## src/design/comparator_pkg.sv

```systemverilog
// Constants and types shared by the analog comparator control logic.
package comparator_pkg;

   // Register indices; the byte address on the bus is four times the index.
   localparam logic [6:0] CTRL_STATUS_IDX   = 7'h50;
   localparam logic [6:0] NEG_MUX_CFG_IDX   = 7'h51;
   localparam logic [6:0] PIN_BUF_DIS_IDX   = 7'h7f;
   localparam int         ADDR_W            = 9;

   // Field positions of comparator_control_status.
   localparam int POWER_OFF_BIT   = 7;
   localparam int BANDGAP_BIT     = 6;
   localparam int SYNC_OUT_BIT    = 5;
   localparam int EVENT_FLAG_BIT  = 4;
   localparam int IRQ_ENABLE_BIT  = 3;
   localparam int CAPTURE_BIT     = 2;
   localparam int MODE_HI_BIT     = 1;
   localparam int MODE_LO_BIT     = 0;

   // Field positions of comparator_pin_buffer_disable.
   localparam int NEG_BUF_OFF_BIT = 1;
   localparam int POS_BUF_OFF_BIT = 0;

   // Field positions of the negative input multiplexer configuration.
   localparam int MUX_ENABLE_BIT  = 4;
   localparam int CHANNEL_LSB     = 0;
   localparam int CHANNEL_W       = 4;

   // Values after reset.
   localparam logic [7:0] CTRL_STATUS_RST = 8'h00;
   localparam logic [7:0] PIN_BUF_DIS_RST = 8'h00;
   localparam logic [7:0] NEG_MUX_CFG_RST = 8'h00;

   // Number of synchroniser stages in front of the comparator output.
   localparam int SYNC_STAGES     = 2;

   typedef enum logic [1:0]
   {
      MODE_TOGGLE   = 2'b00,
      MODE_RESERVED = 2'b01,
      MODE_FALLING  = 2'b10,
      MODE_RISING   = 2'b11
   } irq_mode_e;

endpackage

```

## src/design/comparator_event_if.sv

```systemverilog
// Carrier of the synchronised comparator output and its edges.
`timescale 1ns/100ps
interface comparator_event_if;
   logic sync_out;
   logic rise;
   logic fall;

   modport src
   (
      output sync_out,
      output rise,
      output fall
   );

   modport dst
   (
      input  sync_out,
      input  rise,
      input  fall
   );
endinterface

```

## src/design/analog_comparator_control.sv

```systemverilog
// Top of the analog comparator control block with its Avalon-MM register slave.
`timescale 1ns/100ps
module analog_comparator_control
(
   input  wire logic                                  i_ref_clk,
   input  wire logic                                  i_reset,
   input  wire logic [comparator_pkg::ADDR_W-1:0]     i_avs_address,
   input  wire logic                                  i_avs_read,
   input  wire logic                                  i_avs_write,
   input  wire logic [31:0]                           i_avs_writedata,
   input  wire logic [3:0]                            i_avs_byteenable,
   output logic      [31:0]                           o_avs_readdata,
   output logic                                       o_avs_waitrequest,
   input  wire logic                                  i_comparator_result,
   input  wire logic                                  i_global_irq_enable,
   input  wire logic                                  i_irq_vector_taken,
   input  wire logic                                  i_converter_on,
   input  wire logic                                  i_positive_pin,
   input  wire logic                                  i_negative_pin,
   output logic                                       o_comparator_power_off,
   output logic                                       o_bandgap_positive_select,
   output logic                                       o_negative_from_channel,
   output logic      [comparator_pkg::CHANNEL_W-1:0]  o_negative_channel,
   output logic                                       o_comparator_irq,
   output logic                                       o_capture_route,
   output logic                                       o_capture_input,
   output logic                                       o_positive_pin_buffer_off,
   output logic                                       o_negative_pin_buffer_off,
   output logic                                       o_positive_pin_value,
   output logic                                       o_negative_pin_value
);

   ////////////////////////////////////////////////////////////////////////////
   // Declarations.

   logic                                  power_off_r;
   logic                                  power_off_nxt;
   logic                                  bandgap_r;
   logic                                  bandgap_nxt;
   logic                                  irq_enable_r;
   logic                                  irq_enable_nxt;
   logic                                  capture_route_r;
   logic                                  capture_route_nxt;
   comparator_pkg::irq_mode_e             mode_r;
   comparator_pkg::irq_mode_e             mode_nxt;
   logic                                  event_flag_r;
   logic                                  event_flag_nxt;
   logic                                  neg_buf_off_r;
   logic                                  neg_buf_off_nxt;
   logic                                  pos_buf_off_r;
   logic                                  pos_buf_off_nxt;
   logic                                  mux_enable_r;
   logic                                  mux_enable_nxt;
   logic [comparator_pkg::CHANNEL_W-1:0]  channel_r;
   logic [comparator_pkg::CHANNEL_W-1:0]  channel_nxt;
   logic                                  capture_r;
   logic                                  capture_nxt;
   logic                                  neg_from_channel_r;
   logic                                  neg_from_channel_nxt;

   logic                                  ack_r;
   logic                                  ack_nxt;
   logic [31:0]                           readdata_r;
   logic [31:0]                           readdata_nxt;

   logic [6:0]                            word_index;
   logic                                  request;
   logic                                  write_done;
   logic                                  low_lane;
   logic                                  wr_ctrl;
   logic                                  wr_pins;
   logic                                  wr_mux;
   logic                                  event_hit;
   logic [7:0]                            ctrl_status_view;
   logic [7:0]                            pin_buf_view;
   logic [7:0]                            mux_cfg_view;
   logic [1:0]                            pin_values;

   comparator_event_if                    cmp_ev ();

   ////////////////////////////////////////////////////////////////////////////
   // Comparator synchroniser and edge detector.

   // The analog core drives i_comparator_result high when the positive input exceeds the negative.
   comparator_sync u_sync
   (
      .i_ref_clk   (i_ref_clk),
      .i_reset     (i_reset),
      .i_raw       (i_comparator_result),
      .i_power_off (power_off_r),
      .ev          (cmp_ev.src)
   );

   ////////////////////////////////////////////////////////////////////////////
   // Digital input buffers of the two comparator pins.

   pin_buffer_gate #(.N(2)) u_pins
   (
      .i_ref_clk    (i_ref_clk),
      .i_reset      (i_reset),
      .i_pin        ({i_negative_pin, i_positive_pin}),
      .i_buffer_off ({neg_buf_off_r, pos_buf_off_r}),
      .o_value      (pin_values)
   );

   ////////////////////////////////////////////////////////////////////////////
   // Bus decode.

   // A request waits one cycle and completes on the edge where ack_r is high.
   assign word_index = i_avs_address[comparator_pkg::ADDR_W-1:2];
   assign request    = i_avs_read | i_avs_write;
   assign write_done = i_avs_write & ack_r;
   assign low_lane   = i_avs_byteenable[0];
   assign wr_ctrl    = write_done & low_lane & (word_index == comparator_pkg::CTRL_STATUS_IDX);
   assign wr_pins    = write_done & low_lane & (word_index == comparator_pkg::PIN_BUF_DIS_IDX);
   assign wr_mux     = write_done & low_lane & (word_index == comparator_pkg::NEG_MUX_CFG_IDX);

   ////////////////////////////////////////////////////////////////////////////
   // Register views.

   always_comb
   begin
      ctrl_status_view                                 = 8'h00;
      ctrl_status_view[comparator_pkg::POWER_OFF_BIT]  = power_off_r;
      ctrl_status_view[comparator_pkg::BANDGAP_BIT]    = bandgap_r;
      ctrl_status_view[comparator_pkg::SYNC_OUT_BIT]   = cmp_ev.sync_out;
      ctrl_status_view[comparator_pkg::EVENT_FLAG_BIT] = event_flag_r;
      ctrl_status_view[comparator_pkg::IRQ_ENABLE_BIT] = irq_enable_r;
      ctrl_status_view[comparator_pkg::CAPTURE_BIT]    = capture_route_r;
      ctrl_status_view[comparator_pkg::MODE_HI_BIT]    = mode_r[1];
      ctrl_status_view[comparator_pkg::MODE_LO_BIT]    = mode_r[0];
      pin_buf_view                                     = 8'h00;
      pin_buf_view[comparator_pkg::NEG_BUF_OFF_BIT]    = neg_buf_off_r;
      pin_buf_view[comparator_pkg::POS_BUF_OFF_BIT]    = pos_buf_off_r;
      mux_cfg_view                                     = 8'h00;
      mux_cfg_view[comparator_pkg::MUX_ENABLE_BIT]     = mux_enable_r;
      mux_cfg_view[comparator_pkg::CHANNEL_LSB +: comparator_pkg::CHANNEL_W] = channel_r;
   end

   ////////////////////////////////////////////////////////////////////////////
   // Bus answer.

   always_comb
   begin
      ack_nxt      = request & ~ack_r;
      readdata_nxt = readdata_r;
      if (i_avs_read & ~ack_r)
      begin
         case (word_index)
            comparator_pkg::CTRL_STATUS_IDX: readdata_nxt = {24'h000000, ctrl_status_view};
            comparator_pkg::PIN_BUF_DIS_IDX: readdata_nxt = {24'h000000, pin_buf_view};
            comparator_pkg::NEG_MUX_CFG_IDX: readdata_nxt = {24'h000000, mux_cfg_view};
            default:                         readdata_nxt = 32'h00000000;
         endcase
      end
   end

   always_ff @(posedge i_ref_clk)
   begin
      if (i_reset)
      begin
         ack_r      <= 1'b0;
         readdata_r <= 32'h00000000;
      end
      else
      begin
         ack_r      <= ack_nxt;
         readdata_r <= readdata_nxt;
      end
   end

   assign o_avs_waitrequest = request & ~ack_r;
   assign o_avs_readdata    = readdata_r;

   ////////////////////////////////////////////////////////////////////////////
   // Event selection.

   always_comb
   begin
      case (mode_r)
         comparator_pkg::MODE_TOGGLE:   event_hit = cmp_ev.rise | cmp_ev.fall;
         comparator_pkg::MODE_FALLING:  event_hit = cmp_ev.fall;
         comparator_pkg::MODE_RISING:   event_hit = cmp_ev.rise;
         comparator_pkg::MODE_RESERVED: event_hit = 1'b0;
         default:                       event_hit = 1'b0;
      endcase
   end

   ////////////////////////////////////////////////////////////////////////////
   // Control, status and configuration registers.

   always_comb
   begin
      power_off_nxt        = power_off_r;
      bandgap_nxt          = bandgap_r;
      irq_enable_nxt       = irq_enable_r;
      capture_route_nxt    = capture_route_r;
      mode_nxt             = mode_r;
      neg_buf_off_nxt      = neg_buf_off_r;
      pos_buf_off_nxt      = pos_buf_off_r;
      mux_enable_nxt       = mux_enable_r;
      channel_nxt          = channel_r;
      event_flag_nxt       = event_flag_r;
      if (wr_ctrl)
      begin
         power_off_nxt     = i_avs_writedata[comparator_pkg::POWER_OFF_BIT];
         bandgap_nxt       = i_avs_writedata[comparator_pkg::BANDGAP_BIT];
         irq_enable_nxt    = i_avs_writedata[comparator_pkg::IRQ_ENABLE_BIT];
         capture_route_nxt = i_avs_writedata[comparator_pkg::CAPTURE_BIT];
         mode_nxt          = comparator_pkg::irq_mode_e'(
                                i_avs_writedata[comparator_pkg::MODE_HI_BIT:
                                                comparator_pkg::MODE_LO_BIT]);
         if (i_avs_writedata[comparator_pkg::EVENT_FLAG_BIT])
         begin
            event_flag_nxt = 1'b0;
         end
      end
      if (i_irq_vector_taken)
      begin
         event_flag_nxt    = 1'b0;
      end
      if (event_hit)
      begin
         event_flag_nxt    = 1'b1;
      end
      if (wr_pins)
      begin
         neg_buf_off_nxt   = i_avs_writedata[comparator_pkg::NEG_BUF_OFF_BIT];
         pos_buf_off_nxt   = i_avs_writedata[comparator_pkg::POS_BUF_OFF_BIT];
      end
      if (wr_mux)
      begin
         mux_enable_nxt    = i_avs_writedata[comparator_pkg::MUX_ENABLE_BIT];
         channel_nxt       = i_avs_writedata[comparator_pkg::CHANNEL_LSB +:
                                             comparator_pkg::CHANNEL_W];
      end
   end

   always_ff @(posedge i_ref_clk)
   begin
      if (i_reset)
      begin
         power_off_r     <= comparator_pkg::CTRL_STATUS_RST[comparator_pkg::POWER_OFF_BIT];
         bandgap_r       <= comparator_pkg::CTRL_STATUS_RST[comparator_pkg::BANDGAP_BIT];
         irq_enable_r    <= comparator_pkg::CTRL_STATUS_RST[comparator_pkg::IRQ_ENABLE_BIT];
         capture_route_r <= comparator_pkg::CTRL_STATUS_RST[comparator_pkg::CAPTURE_BIT];
         mode_r          <= comparator_pkg::MODE_TOGGLE;
         event_flag_r    <= comparator_pkg::CTRL_STATUS_RST[comparator_pkg::EVENT_FLAG_BIT];
         neg_buf_off_r   <= comparator_pkg::PIN_BUF_DIS_RST[comparator_pkg::NEG_BUF_OFF_BIT];
         pos_buf_off_r   <= comparator_pkg::PIN_BUF_DIS_RST[comparator_pkg::POS_BUF_OFF_BIT];
         mux_enable_r    <= comparator_pkg::NEG_MUX_CFG_RST[comparator_pkg::MUX_ENABLE_BIT];
         channel_r       <= comparator_pkg::NEG_MUX_CFG_RST[comparator_pkg::CHANNEL_LSB +:
                                                            comparator_pkg::CHANNEL_W];
      end
      else
      begin
         power_off_r     <= power_off_nxt;
         bandgap_r       <= bandgap_nxt;
         irq_enable_r    <= irq_enable_nxt;
         capture_route_r <= capture_route_nxt;
         mode_r          <= mode_nxt;
         event_flag_r    <= event_flag_nxt;
         neg_buf_off_r   <= neg_buf_off_nxt;
         pos_buf_off_r   <= pos_buf_off_nxt;
         mux_enable_r    <= mux_enable_nxt;
         channel_r       <= channel_nxt;
      end
   end

   ////////////////////////////////////////////////////////////////////////////
   // Capture route and negative input selection.

   always_comb
   begin
      capture_nxt          = capture_route_r & cmp_ev.sync_out;
      neg_from_channel_nxt = mux_enable_r & ~i_converter_on;
   end

   always_ff @(posedge i_ref_clk)
   begin
      if (i_reset)
      begin
         capture_r          <= 1'b0;
         neg_from_channel_r <= 1'b0;
      end
      else
      begin
         capture_r          <= capture_nxt;
         neg_from_channel_r <= neg_from_channel_nxt;
      end
   end

   ////////////////////////////////////////////////////////////////////////////
   // Outputs.

   assign o_comparator_power_off    = power_off_r;
   assign o_bandgap_positive_select = bandgap_r;
   assign o_negative_from_channel   = neg_from_channel_r;
   assign o_negative_channel        = channel_r;
   assign o_comparator_irq          = event_flag_r & irq_enable_r & i_global_irq_enable;
   assign o_capture_route           = capture_route_r;
   assign o_capture_input           = capture_r;
   assign o_positive_pin_buffer_off = pos_buf_off_r;
   assign o_negative_pin_buffer_off = neg_buf_off_r;
   assign o_positive_pin_value      = pin_values[0];
   assign o_negative_pin_value      = pin_values[1];

endmodule

```

## src/design/comparator_sync.sv

```systemverilog
// Synchroniser and edge detector for the raw comparator result.
`timescale 1ns/100ps
module comparator_sync
(
   input  wire logic        i_ref_clk,
   input  wire logic        i_reset,
   input  wire logic        i_raw,
   input  wire logic        i_power_off,
   comparator_event_if.src  ev
);

   logic stage1_r;
   logic stage1_nxt;
   logic stage2_r;
   logic stage2_nxt;
   logic prev_r;
   logic prev_nxt;

   // Two stages give one to two cycles of latency; power off holds zero.
   always_comb
   begin
      stage1_nxt = i_raw;
      stage2_nxt = i_power_off ? 1'b0 : stage1_r;
      prev_nxt   = stage2_r;
   end

   always_ff @(posedge i_ref_clk)
   begin
      if (i_reset)
      begin
         stage1_r <= 1'b0;
         stage2_r <= 1'b0;
         prev_r   <= 1'b0;
      end
      else
      begin
         stage1_r <= stage1_nxt;
         stage2_r <= stage2_nxt;
         prev_r   <= prev_nxt;
      end
   end

   // Edges compare the present and previous synchronised values.
   assign ev.sync_out = stage2_r;
   assign ev.rise     = stage2_r & ~prev_r & ~i_power_off;
   assign ev.fall     = ~stage2_r & prev_r & ~i_power_off;

endmodule

```

## src/design/pin_buffer_gate.sv

```systemverilog
// Digital input path of the comparator pins with buffer disable.
`timescale 1ns/100ps
module pin_buffer_gate
#(
   parameter int N = 2
)
(
   input  wire logic          i_ref_clk,
   input  wire logic          i_reset,
   input  wire logic [N-1:0]  i_pin,
   input  wire logic [N-1:0]  i_buffer_off,
   output logic      [N-1:0]  o_value
);

   genvar g;
   generate
      for (g = 0; g < N; g++)
      begin : gen_pin
         logic meta_r;
         logic hold_r;
         logic value_r;
         logic value_nxt;

         // A disabled buffer reads as zero.
         always_comb
         begin
            value_nxt = i_buffer_off[g] ? 1'b0 : hold_r;
         end

         always_ff @(posedge i_ref_clk)
         begin
            if (i_reset)
            begin
               meta_r  <= 1'b0;
               hold_r  <= 1'b0;
               value_r <= 1'b0;
            end
            else
            begin
               meta_r  <= i_pin[g];
               hold_r  <= meta_r;
               value_r <= value_nxt;
            end
         end

         assign o_value[g] = value_r;
      end
   endgenerate

endmodule

```

## config.mk

```make
export PLATFORM = sky130hd
export DESIGN_NAME = analog_comparator_control
export DESIGN_NICKNAME = d
export VERILOG_FILES = /design/src/design/comparator_pkg.sv /design/src/design/comparator_event_if.sv /design/src/design/analog_comparator_control.sv /design/src/design/comparator_sync.sv /design/src/design/pin_buffer_gate.sv
export SDC_FILE = /design/constraint.sdc
export NUM_CORES = 1
export LEC_CHECK = 0
export ABC_CLOCK_PERIOD_IN_PS = 2500
export BUFFER_PORTS_ARGS = -buffer_cell sky130_fd_sc_hd__buf_2
export CORE_MARGIN = 10
export CORE_UTILIZATION = 46
export DETAILED_ROUTE_END_ITERATION = 12
export GPL_TIMING_DRIVEN = 0
export PLACE_DENSITY = 0.92
export SYNTH_ARGS = -nofsm -noshare
export SYNTH_HDL_FRONTEND = slang
export SYNTH_HIERARCHICAL = 1
export SYNTH_SLANG_ARGS = --single-unit
```

## constraint.sdc

```tcl
create_clock -name i_ref_clk -period 2.5 [get_ports i_ref_clk]
set_clock_uncertainty 0.2 [all_clocks]
set_input_delay 0.375 -clock i_ref_clk [delete_from_list [all_inputs] [get_ports i_ref_clk]]
set_output_delay 0.375 -clock i_ref_clk [all_outputs]
set_load 0.05 [all_outputs]
```

-- Word level (Yosys, flattened, before mapping)
Index checks and enable logic that the tools add are counted.
Widths: inputs -> output; s select.
- output and inout port bits: 47
- bits of input ports: 55
- logic and storage cells: 64
- flip-flop bits (word level): 58
- bitwise operators: 22
- muxes and demuxes: 6
- reductions and logical operators: 7
- equal/unequal tests: 6
- operators by type and width (operator ; count):
    $pmux 8 s3 ; 1
    $eq 7x7->1 const B ; 3
    $and 1x1->1 ; 15
    $reduce_bool 3->1 ; 2
    $reduce_or 2->1 ; 3
    $not 1->1 ; 5
    $eq 2x2->1 const B ; 2
    $mux 1 ; 4
    $pmux 1 s4 ; 1
    $eq 2x1->1 const B ; 1
    $logic_not 2->1 ; 1
    $or 1x1->1 ; 2
    $reduce_and 2->1 ; 1

-- Depth between registers and ports, before layout
Gate-level depths: netlist of the first run.
- depth in word-level cells: 7
- depth in mapped cells: 5
- gate-level depth less buffers: 4

-- Hierarchy
The synthesis of the first run kept the hierarchy.
- by module, submodules not included (module ; seq. area each (um2) ; area each (um2) ; cells each ; times used):
    analog_comparator_control ; 500.5 ; 1355.0 ; 148 ; 1
    pin_buffer_gate ; 120.1 ; 185.2 ; 14 ; 1
    comparator_sync ; 60.1 ; 98.8 ; 8 ; 1

-- Least setup slack after synthesis of the first run
OpenSTA, ideal clock, no wires.
- kind: in2reg
- start point: input i_avs_address[3] in the netlist's numbering
- end point: register channel_r (netlist bit o_negative_channel[0])
- stages on the path: 4
- setup time: 120 ps
- arrival time: 1509 ps
- slack: 671 ps
- required time: 2180 ps
- path buffers: 1
- path through: or4_4 -> buf_6 -> or3_4 -> mux2i_1
- longest elaborated chain between the ends: 2
- ends and longest elaborated chain (item ; line ; source):
    from (decl) ; analog_comparator_control.sv:7 ; input wire logic [comparator_pkg::ADDR_W-1:0] i_avs_address,
    $eq 7x7->1 ; analog_comparator_control.sv:116 ; assign wr_mux = write_done & low_lane & (word_index == comparator_pkg::NEG_MUX_CFG_IDX);
    $and 1x1->1 ; analog_comparator_control.sv:116 ;
    to (signal assigned) ; analog_comparator_control.sv:252 ; channel_r <= comparator_pkg::NEG_MUX_CFG_RST[comparator_pkg::CHANNEL_LSB +:
    to (signal assigned) ; analog_comparator_control.sv:266 ; channel_r <= channel_nxt;
    to (decl) ; analog_comparator_control.sv:54 ; logic [comparator_pkg::CHANNEL_W-1:0] channel_r;
No other way between the ends.
A chain may end at the register's enable or synchronous reset.

-- Final worst setup path of the first run
- start point: input i_avs_address[3] in the netlist's numbering
- end point: register mode_r[1]
- longest elaborated chain between the ends: 2
- ends and longest elaborated chain (item ; line ; source):
    $eq 7x7->1 ; analog_comparator_control.sv:114 ; assign wr_ctrl = write_done & low_lane & (word_index == comparator_pkg::CTRL_STATUS_IDX);
    $and 1x1->1 ; analog_comparator_control.sv:114 ;
    to (signal assigned) ; analog_comparator_control.sv:247 ; mode_r <= comparator_pkg::MODE_TOGGLE;
    to (signal assigned) ; analog_comparator_control.sv:261 ; mode_r <= mode_nxt;
    to (decl) ; analog_comparator_control.sv:44 ; comparator_pkg::irq_mode_e mode_r;
No other way between the ends.

==> results of run 1 <==
layout by cell type (no fill, tap or decap), drive strengths merged, types with 2 or more instances in the layout:
master | synthesis | routed
buf | 28 | 74
dfxtp | 34 | 34
conb | 1 | 24
nand2b | 17 | 17
mux2i | 13 | 13
clkbuf | 4 | 11
nand4 | 10 | 10
nand2 | 9 | 9
a21oi | 8 | 8
nor3b | 8 | 8
nor2b | 6 | 6
nor2 | 4 | 4
o31ai | 3 | 3
mux2 | 3 | 3
nand3 | 3 | 3
and3 | 2 | 2
o22ai | 2 | 2
a22o | 2 | 2
or3 | 2 | 2
nor3 | 2 | 2
and2b | 2 | 2
sequential cells by signal, indices dropped and copies added, names as in the netlist, 2 cells and up:
signal                  cells
o_avs_readdata              8
o_negative_channel          4
mode_r                      2
u_pins/gen_pin.hold_r       2
u_pins/gen_pin.meta_r       2
u_pins/gen_pin.value_r      2
logic make-up after synthesis:
logic type / share of synthesized area
AND/OR/NAND/NOR: 0.276
flip-flops: 0.415
buffers and inverters: 0.138
AO/OA/AOI/OAI: 0.0679
multiplexers: 0.100
other: 0.00229
how the worst max path moves through the flow:
stage / startpoint / endpoint / slack [ns] / cells after the start
after floorplan: i_avs_address[3] / o_negative_channel[0] / 0.67 / 4
after global placement: i_avs_address[3] / mode_r[1] / 0.39 / 4
after detailed placement: i_avs_address[3] / mode_r[1] / 0.39 / 4
after CTS: i_avs_address[3] / mode_r[0] / 0.74 / 4
after global routing: i_avs_address[3] / mode_r[0] / 0.57 / 4
final: i_avs_address[3] / mode_r[1] / 0.69 / 4
critical path, delay by kind of cell:
kind | cells | cell delay, ns
buffers and inverters | 1 | 0.12
muxes | 1 | 0.19
and+or+nand+nor | 2 | 1.15
routing by layer:
| layer | GRT usage | vias up | wire length [um] | part of all wire |
|---|---|---|---|---|
| li1 | - | 697 | - | - |
| met1 | 0.123 | 592 | 1460 | 0.37 |
| met2 | 0.206 | 39 | 1950 | 0.50 |
| met3 | 0.0642 | 12 | 408 | 0.10 |
| met4 | 0.0484 | 0 | 91 | 0.023 |
| met5 | 0 | - | 0 | 0 |
power breakdown:
| part | switching [uW] | internal (uW) |
|---|---|---|
| clock network | 174 | 136 |
| logic | 134 | 62.9 |
| registers | 4.23 | 549 |
| total | 312 | 748 |
metrics by stage:
stage | util | setup slack, ns
2_1_floorplan | - | 0.671
3_3_place_gp | 0.594 | 0.390
3_5_place_dp | 0.594 | 0.394
4_1_cts | 0.615 | 0.738
5_1_grt | 0.615 | 0.570
6_report | 0.615 | 0.694
cell type report:
cell class | count | area (sq um)
Fill cell | 293 | 1310
Multi-Input combinational cell | 127 | 818
Sequential cell | 34 | 681
Timing Repair Buffer | 47 | 240
Buffer | 32 | 226
Tap cell | 46 | 57.6
Clock buffer | 7 | 55.1
Clock inverter | 1 | 5.00
==> run summary, run 1 <==
Startpoint Class: input pin
cell accounting for the most synthesized area: dfxtp_1
worst min-delay path class: in2reg
CP endpoint kind: flop
Tot Pwr: 1060 uW
cell depth of the worst min-delay path: 2
Critical Path RT: 2.52 ns
initial antenna violation count: 0
CTS tree: built
Clock Latency Late Sink: 0.33 ns
post-synthesis instance total: 170
root buf cell: clkbuf_4
ANT nets after route: 0
Vias: 1,340
grt ovf: 0
Hold WS: 0.0472 ns
Hold Startpoint: i_positive_pin
register area share after synthesis: 0.415
#FFs+latches synth: 34
Die Width: 79.7 um
vias in the first global route: 1,302
PwrDens: 509 mW/mm^2
Hold Fails Final Rpt: 0
placed cells: 285
Netlist cell types: 35
Worst-Margin Slew: 0.944 ns
CTS clk-pin slew, worst paths: 0.09 ns
number of placement rows: 21
first-pass iteration count of the detailed router: 4
count leader, synth: dfxtp_1
num ports: 102
VDD IR max: 0.314 mV
Slew Limit Fails: 0
setup TNS: 0 ns
Most used DFF post-synth: dfxtp_1
Final Setup Violations: 0
pin count of the biggest net entering global routing: 14
clk sink count: 34
status: complete, no violations
drc violations: 0
# H-tree levels: 2
unrepaired setup endpoints after global routing: no
Ant. Diodes: 0
layout cells sized above 1: 0.375
hold buffer count at cts: 1
Syn. warnings: 6
minimum clock period: 1.81 ns
Placeable Area: 0.00339 sq mm
Worst R2R Start: ack_r
Final Instance Area: 0.00208 sq mm
WL final: 3.91 mm
Post-synth EDFFs: 0
top post-synthesis cells by area: dfxtp_1, buf_4, mux2i_1
CP Class: in2reg
# nets final: 302
Async SR Flop Fraction: 0
Max stage delay on crit path: 0.83 ns
drt wl/cell: 13.3 um
r2r setup slk: 0.91 ns
Setup Fix Bufs, Post-CTS: 0
gr usage total: 0.121
placer congestion estimate: 0.842
DP Area: 0.00201 sq mm
Period Utilization, post-route: 0.722
Fmax: 554 MHz
first-pass GRT wire length: 6.27 mm
Non-Filler Instances: 294
Clock Tree Buf Depth: 2
Worst Hold Path EP: u_pins/gen_pin[0].meta_r
clock buffer count from CTS: 5
Slew HR: 0.365
Die ar.: 0.00635 sq mm
crit path max fanout: 10
crit path DAT: 1.83 ns
DRT iter0 DRCs: 122
post-DR vias/cell: 4.56
Pleak: 0.00102 uW
Synth Area per Inst: 9.64 sq um
Post-CTS Resized: 0
Die Y: 79.7 um
maxcap violations: 0
post-detail-place hpwl: 3.22 mm
top-area cell type share of the netlist area: 0.415
Initial Util: 0.484
IO Port Bufs: 46
slowest CP cell: nor4_2
worst r2r path cells: 3
worst-path cell chain: buf_2 -> nor4_2 -> nand3_2 -> mux2i_1
R2R Path End: o_negative_pin_buffer_off
Area Overhead vs Synth: 27.1%
Post-synth top cells: dfxtp_1, buf_4, nand2b_1
mapped cell area: 0.00164 sq mm
Power figures use the tool's default switching activity.
==> inputs of run 2 (changes only) <==
--- a/config.mk
+++ b/config.mk
@@ -5,13 +5,13 @@
 export SDC_FILE = /design/constraint.sdc
 export NUM_CORES = 1
 export LEC_CHECK = 0
-export ABC_CLOCK_PERIOD_IN_PS = 2500
+export ABC_CLOCK_PERIOD_IN_PS = 1800
 export BUFFER_PORTS_ARGS = -buffer_cell sky130_fd_sc_hd__buf_2
 export CORE_MARGIN = 10
-export CORE_UTILIZATION = 46
+export CORE_UTILIZATION = 42
 export DETAILED_ROUTE_END_ITERATION = 12
 export GPL_TIMING_DRIVEN = 0
-export PLACE_DENSITY = 0.92
+export PLACE_DENSITY = 0.86
 export SYNTH_ARGS = -nofsm -noshare
 export SYNTH_HDL_FRONTEND = slang
 export SYNTH_HIERARCHICAL = 1
==> constraint.sdc (replaced) <==
create_clock -name i_ref_clk -period 1.8 [get_ports i_ref_clk]
set_clock_uncertainty 0.2 [all_clocks]
set_input_delay 0.27 -clock i_ref_clk [delete_from_list [all_inputs] [get_ports i_ref_clk]]
set_output_delay 0.27 -clock i_ref_clk [all_outputs]
set_load 0.05 [all_outputs]
==> run 2 against run 1 <==
Effect of this change:
- non-clock buffer count up 1
- sequential cell count is the same
- die area increased by 7.1%
- setup slack worse by 0.52 ns
- utilization fell by 3.5 points
- first-iteration DRC count down 51%
- critical path type unchanged
- largest power group unchanged
==> run summary, run 2 (synthesis results as in run 1) <==
status: complete, no violations
root buf cell: clkbuf_8
Area Overhead vs Synth: 31.5%
number of placement rows: 22
Slew Limit Fails: 0
total internal power: 1240 uW
ANT nets after route: 0
Vias: 1,371
CTS tree: built
CTS clk-pin slew, worst paths: 0.06 ns
VDD IR max: 0.361 mV
Post-Route M1 WL: 1.53 mm
post-detail-place hpwl: 3.24 mm
Non-Filler Instances: 297
CP endpoint kind: flop
Die Y: 82.5 um
num ports: 102
post-DR vias/cell: 4.62
crit path DAT: 1.63 ns
Ant. Diodes: 0
maxcap violations: 0
IO Port Bufs: 46
most frequent cells in the layout: buf_2, dfxtp_1, buf_4
gr usage total: 0.120
Placeable Area: 0.00372 sq mm
placer congestion estimate: 0.784
Hold Fails Final Rpt: 0
minimum clock period: 1.62 ns
Die ar.: 0.00680 sq mm
Final Setup Violations: 0
Hold WS: 0.00380 ns
met2 routed WL: 2.04 mm
DR top layer: met4
Fmax: 616 MHz
Pleak: 0.00105 uW
Die Width: 82.5 um
switching power as a share of total power: 0.266
worst min-delay path class: in2reg
clk sink count: 34
Clock Latency Late Sink: 0.27 ns
unrepaired setup endpoints after global routing: no
first-pass GRT wire length: 6.41 mm
NetSw: 450 uW
pin count of the biggest net entering global routing: 14
max reg flops: 8
layout cells sized above 1: 0.378
vias in the first global route: 1,401
Seq pwr share: 0.456
Period Utilization, post-route: 0.902
drt wl/cell: 13.8 um
Initial Util: 0.441
first-pass iteration count of the detailed router: 4
DP Area: 0.00202 sq mm
grt ovf: 0
CP Class: in2reg
routed length on met3: 455 um
# nets final: 303
clock power share: 0.378
Worst-Margin Slew: 0.607 ns
Startpoint Class: input pin
initial antenna violation count: 0
combinational share of power: 0.166
drc violations: 0
placed cells: 287
Slew HR: 0.593
Critical Path RT: 1.80 ns
pre-CTS WS: -0.266 ns
# H-tree levels: 2
clock buffer count from CTS: 5
crit path max fanout: 6
fin worst setup slack: 0.176 ns
WL final: 4.09 mm
Clock Tree Buf Depth: 2
DRT iter0 DRCs: 60
PwrDens: 784 mW/mm^2
commonest non-fill, non-tap cell in the layout: buf_2
Final Instance Area: 0.00215 sq mm
[run 2: changes by cell type in the layout (fill, tap and decap cells not counted), sizes merged]
cell and change:
dlygate4sd3 +1, clkinv -1, clkbuf +1
[run 2: area by class of cell]
class	count	area [sq um]
Buffer	32	226
Fill cell	362	1560
Multi-Input combinational cell	127	827
Tap cell	48	60.1
Timing Repair Buffer	48	250
Clock buffer	8	110
Sequential cell	34	681
[run 2: metrics by stage]
step	util	power (uW)	setup TNS (ns)
floorplan	-	1000	0
global placement	0.542	1050	-1.61
detailed placement	0.542	1060	-2.03
CTS	0.577	1690	0
global route	0.580	1760	0
finish	0.580	1690	0
[run 2: worst max-delay path, cell delays in order]
cell	delay, ns
buf_2	0.13
or4_4	0.53
buf_6	0.15
nor3_2	0.32
mux2i_1	0.23
[run 2: worst paths after layout]
kind / startpoint / to / slack (ns) / cells past startpoint
max: i_avs_address[3] / o_negative_channel[3] / 0.18 / 5
min: i_positive_pin / u_pins/gen_pin[0].meta_r / 0.004 / 2
max reg2reg: ack_r / o_positive_pin_buffer_off / 0.22 / 3
min reg2reg: u_pins/gen_pin[0].meta_r / u_pins/gen_pin[0].hold_r / 0.24 / 1
[run 2: repair_timing]
| action | 4_1_cts | 5_1_grt |
|---|---|---|
| hold buffers | 2 | 0 |
| gates resized for setup | 0 | 1 |
| endpoints found under the hold margin | 2 | 0 |
| setup buffers | 0 | 0 |
| setup endpoints to repair | 0 | 4 |
[run 2: power groups by stage]
stage                     combinational [uW]  sequential (uW)  clock [uW]
after floorplan                          219              785           0
after global placement                   267              786           0
after detailed placement                 269              786           0
after CTS                                274              770         647
after global routing                     300              771         687
final                                    280              770         638
[run 2: routing by layer]
| metal | global-route usage | vias to the layer above |
|---|---|---|
| met1 | 0.123 | 619 |
| met4 | 0.0442 | 0 |
| met5 | 0 | - |
| met3 | 0.0529 | 6 |
| li1 | - | 697 |
| met2 | 0.210 | 49 |
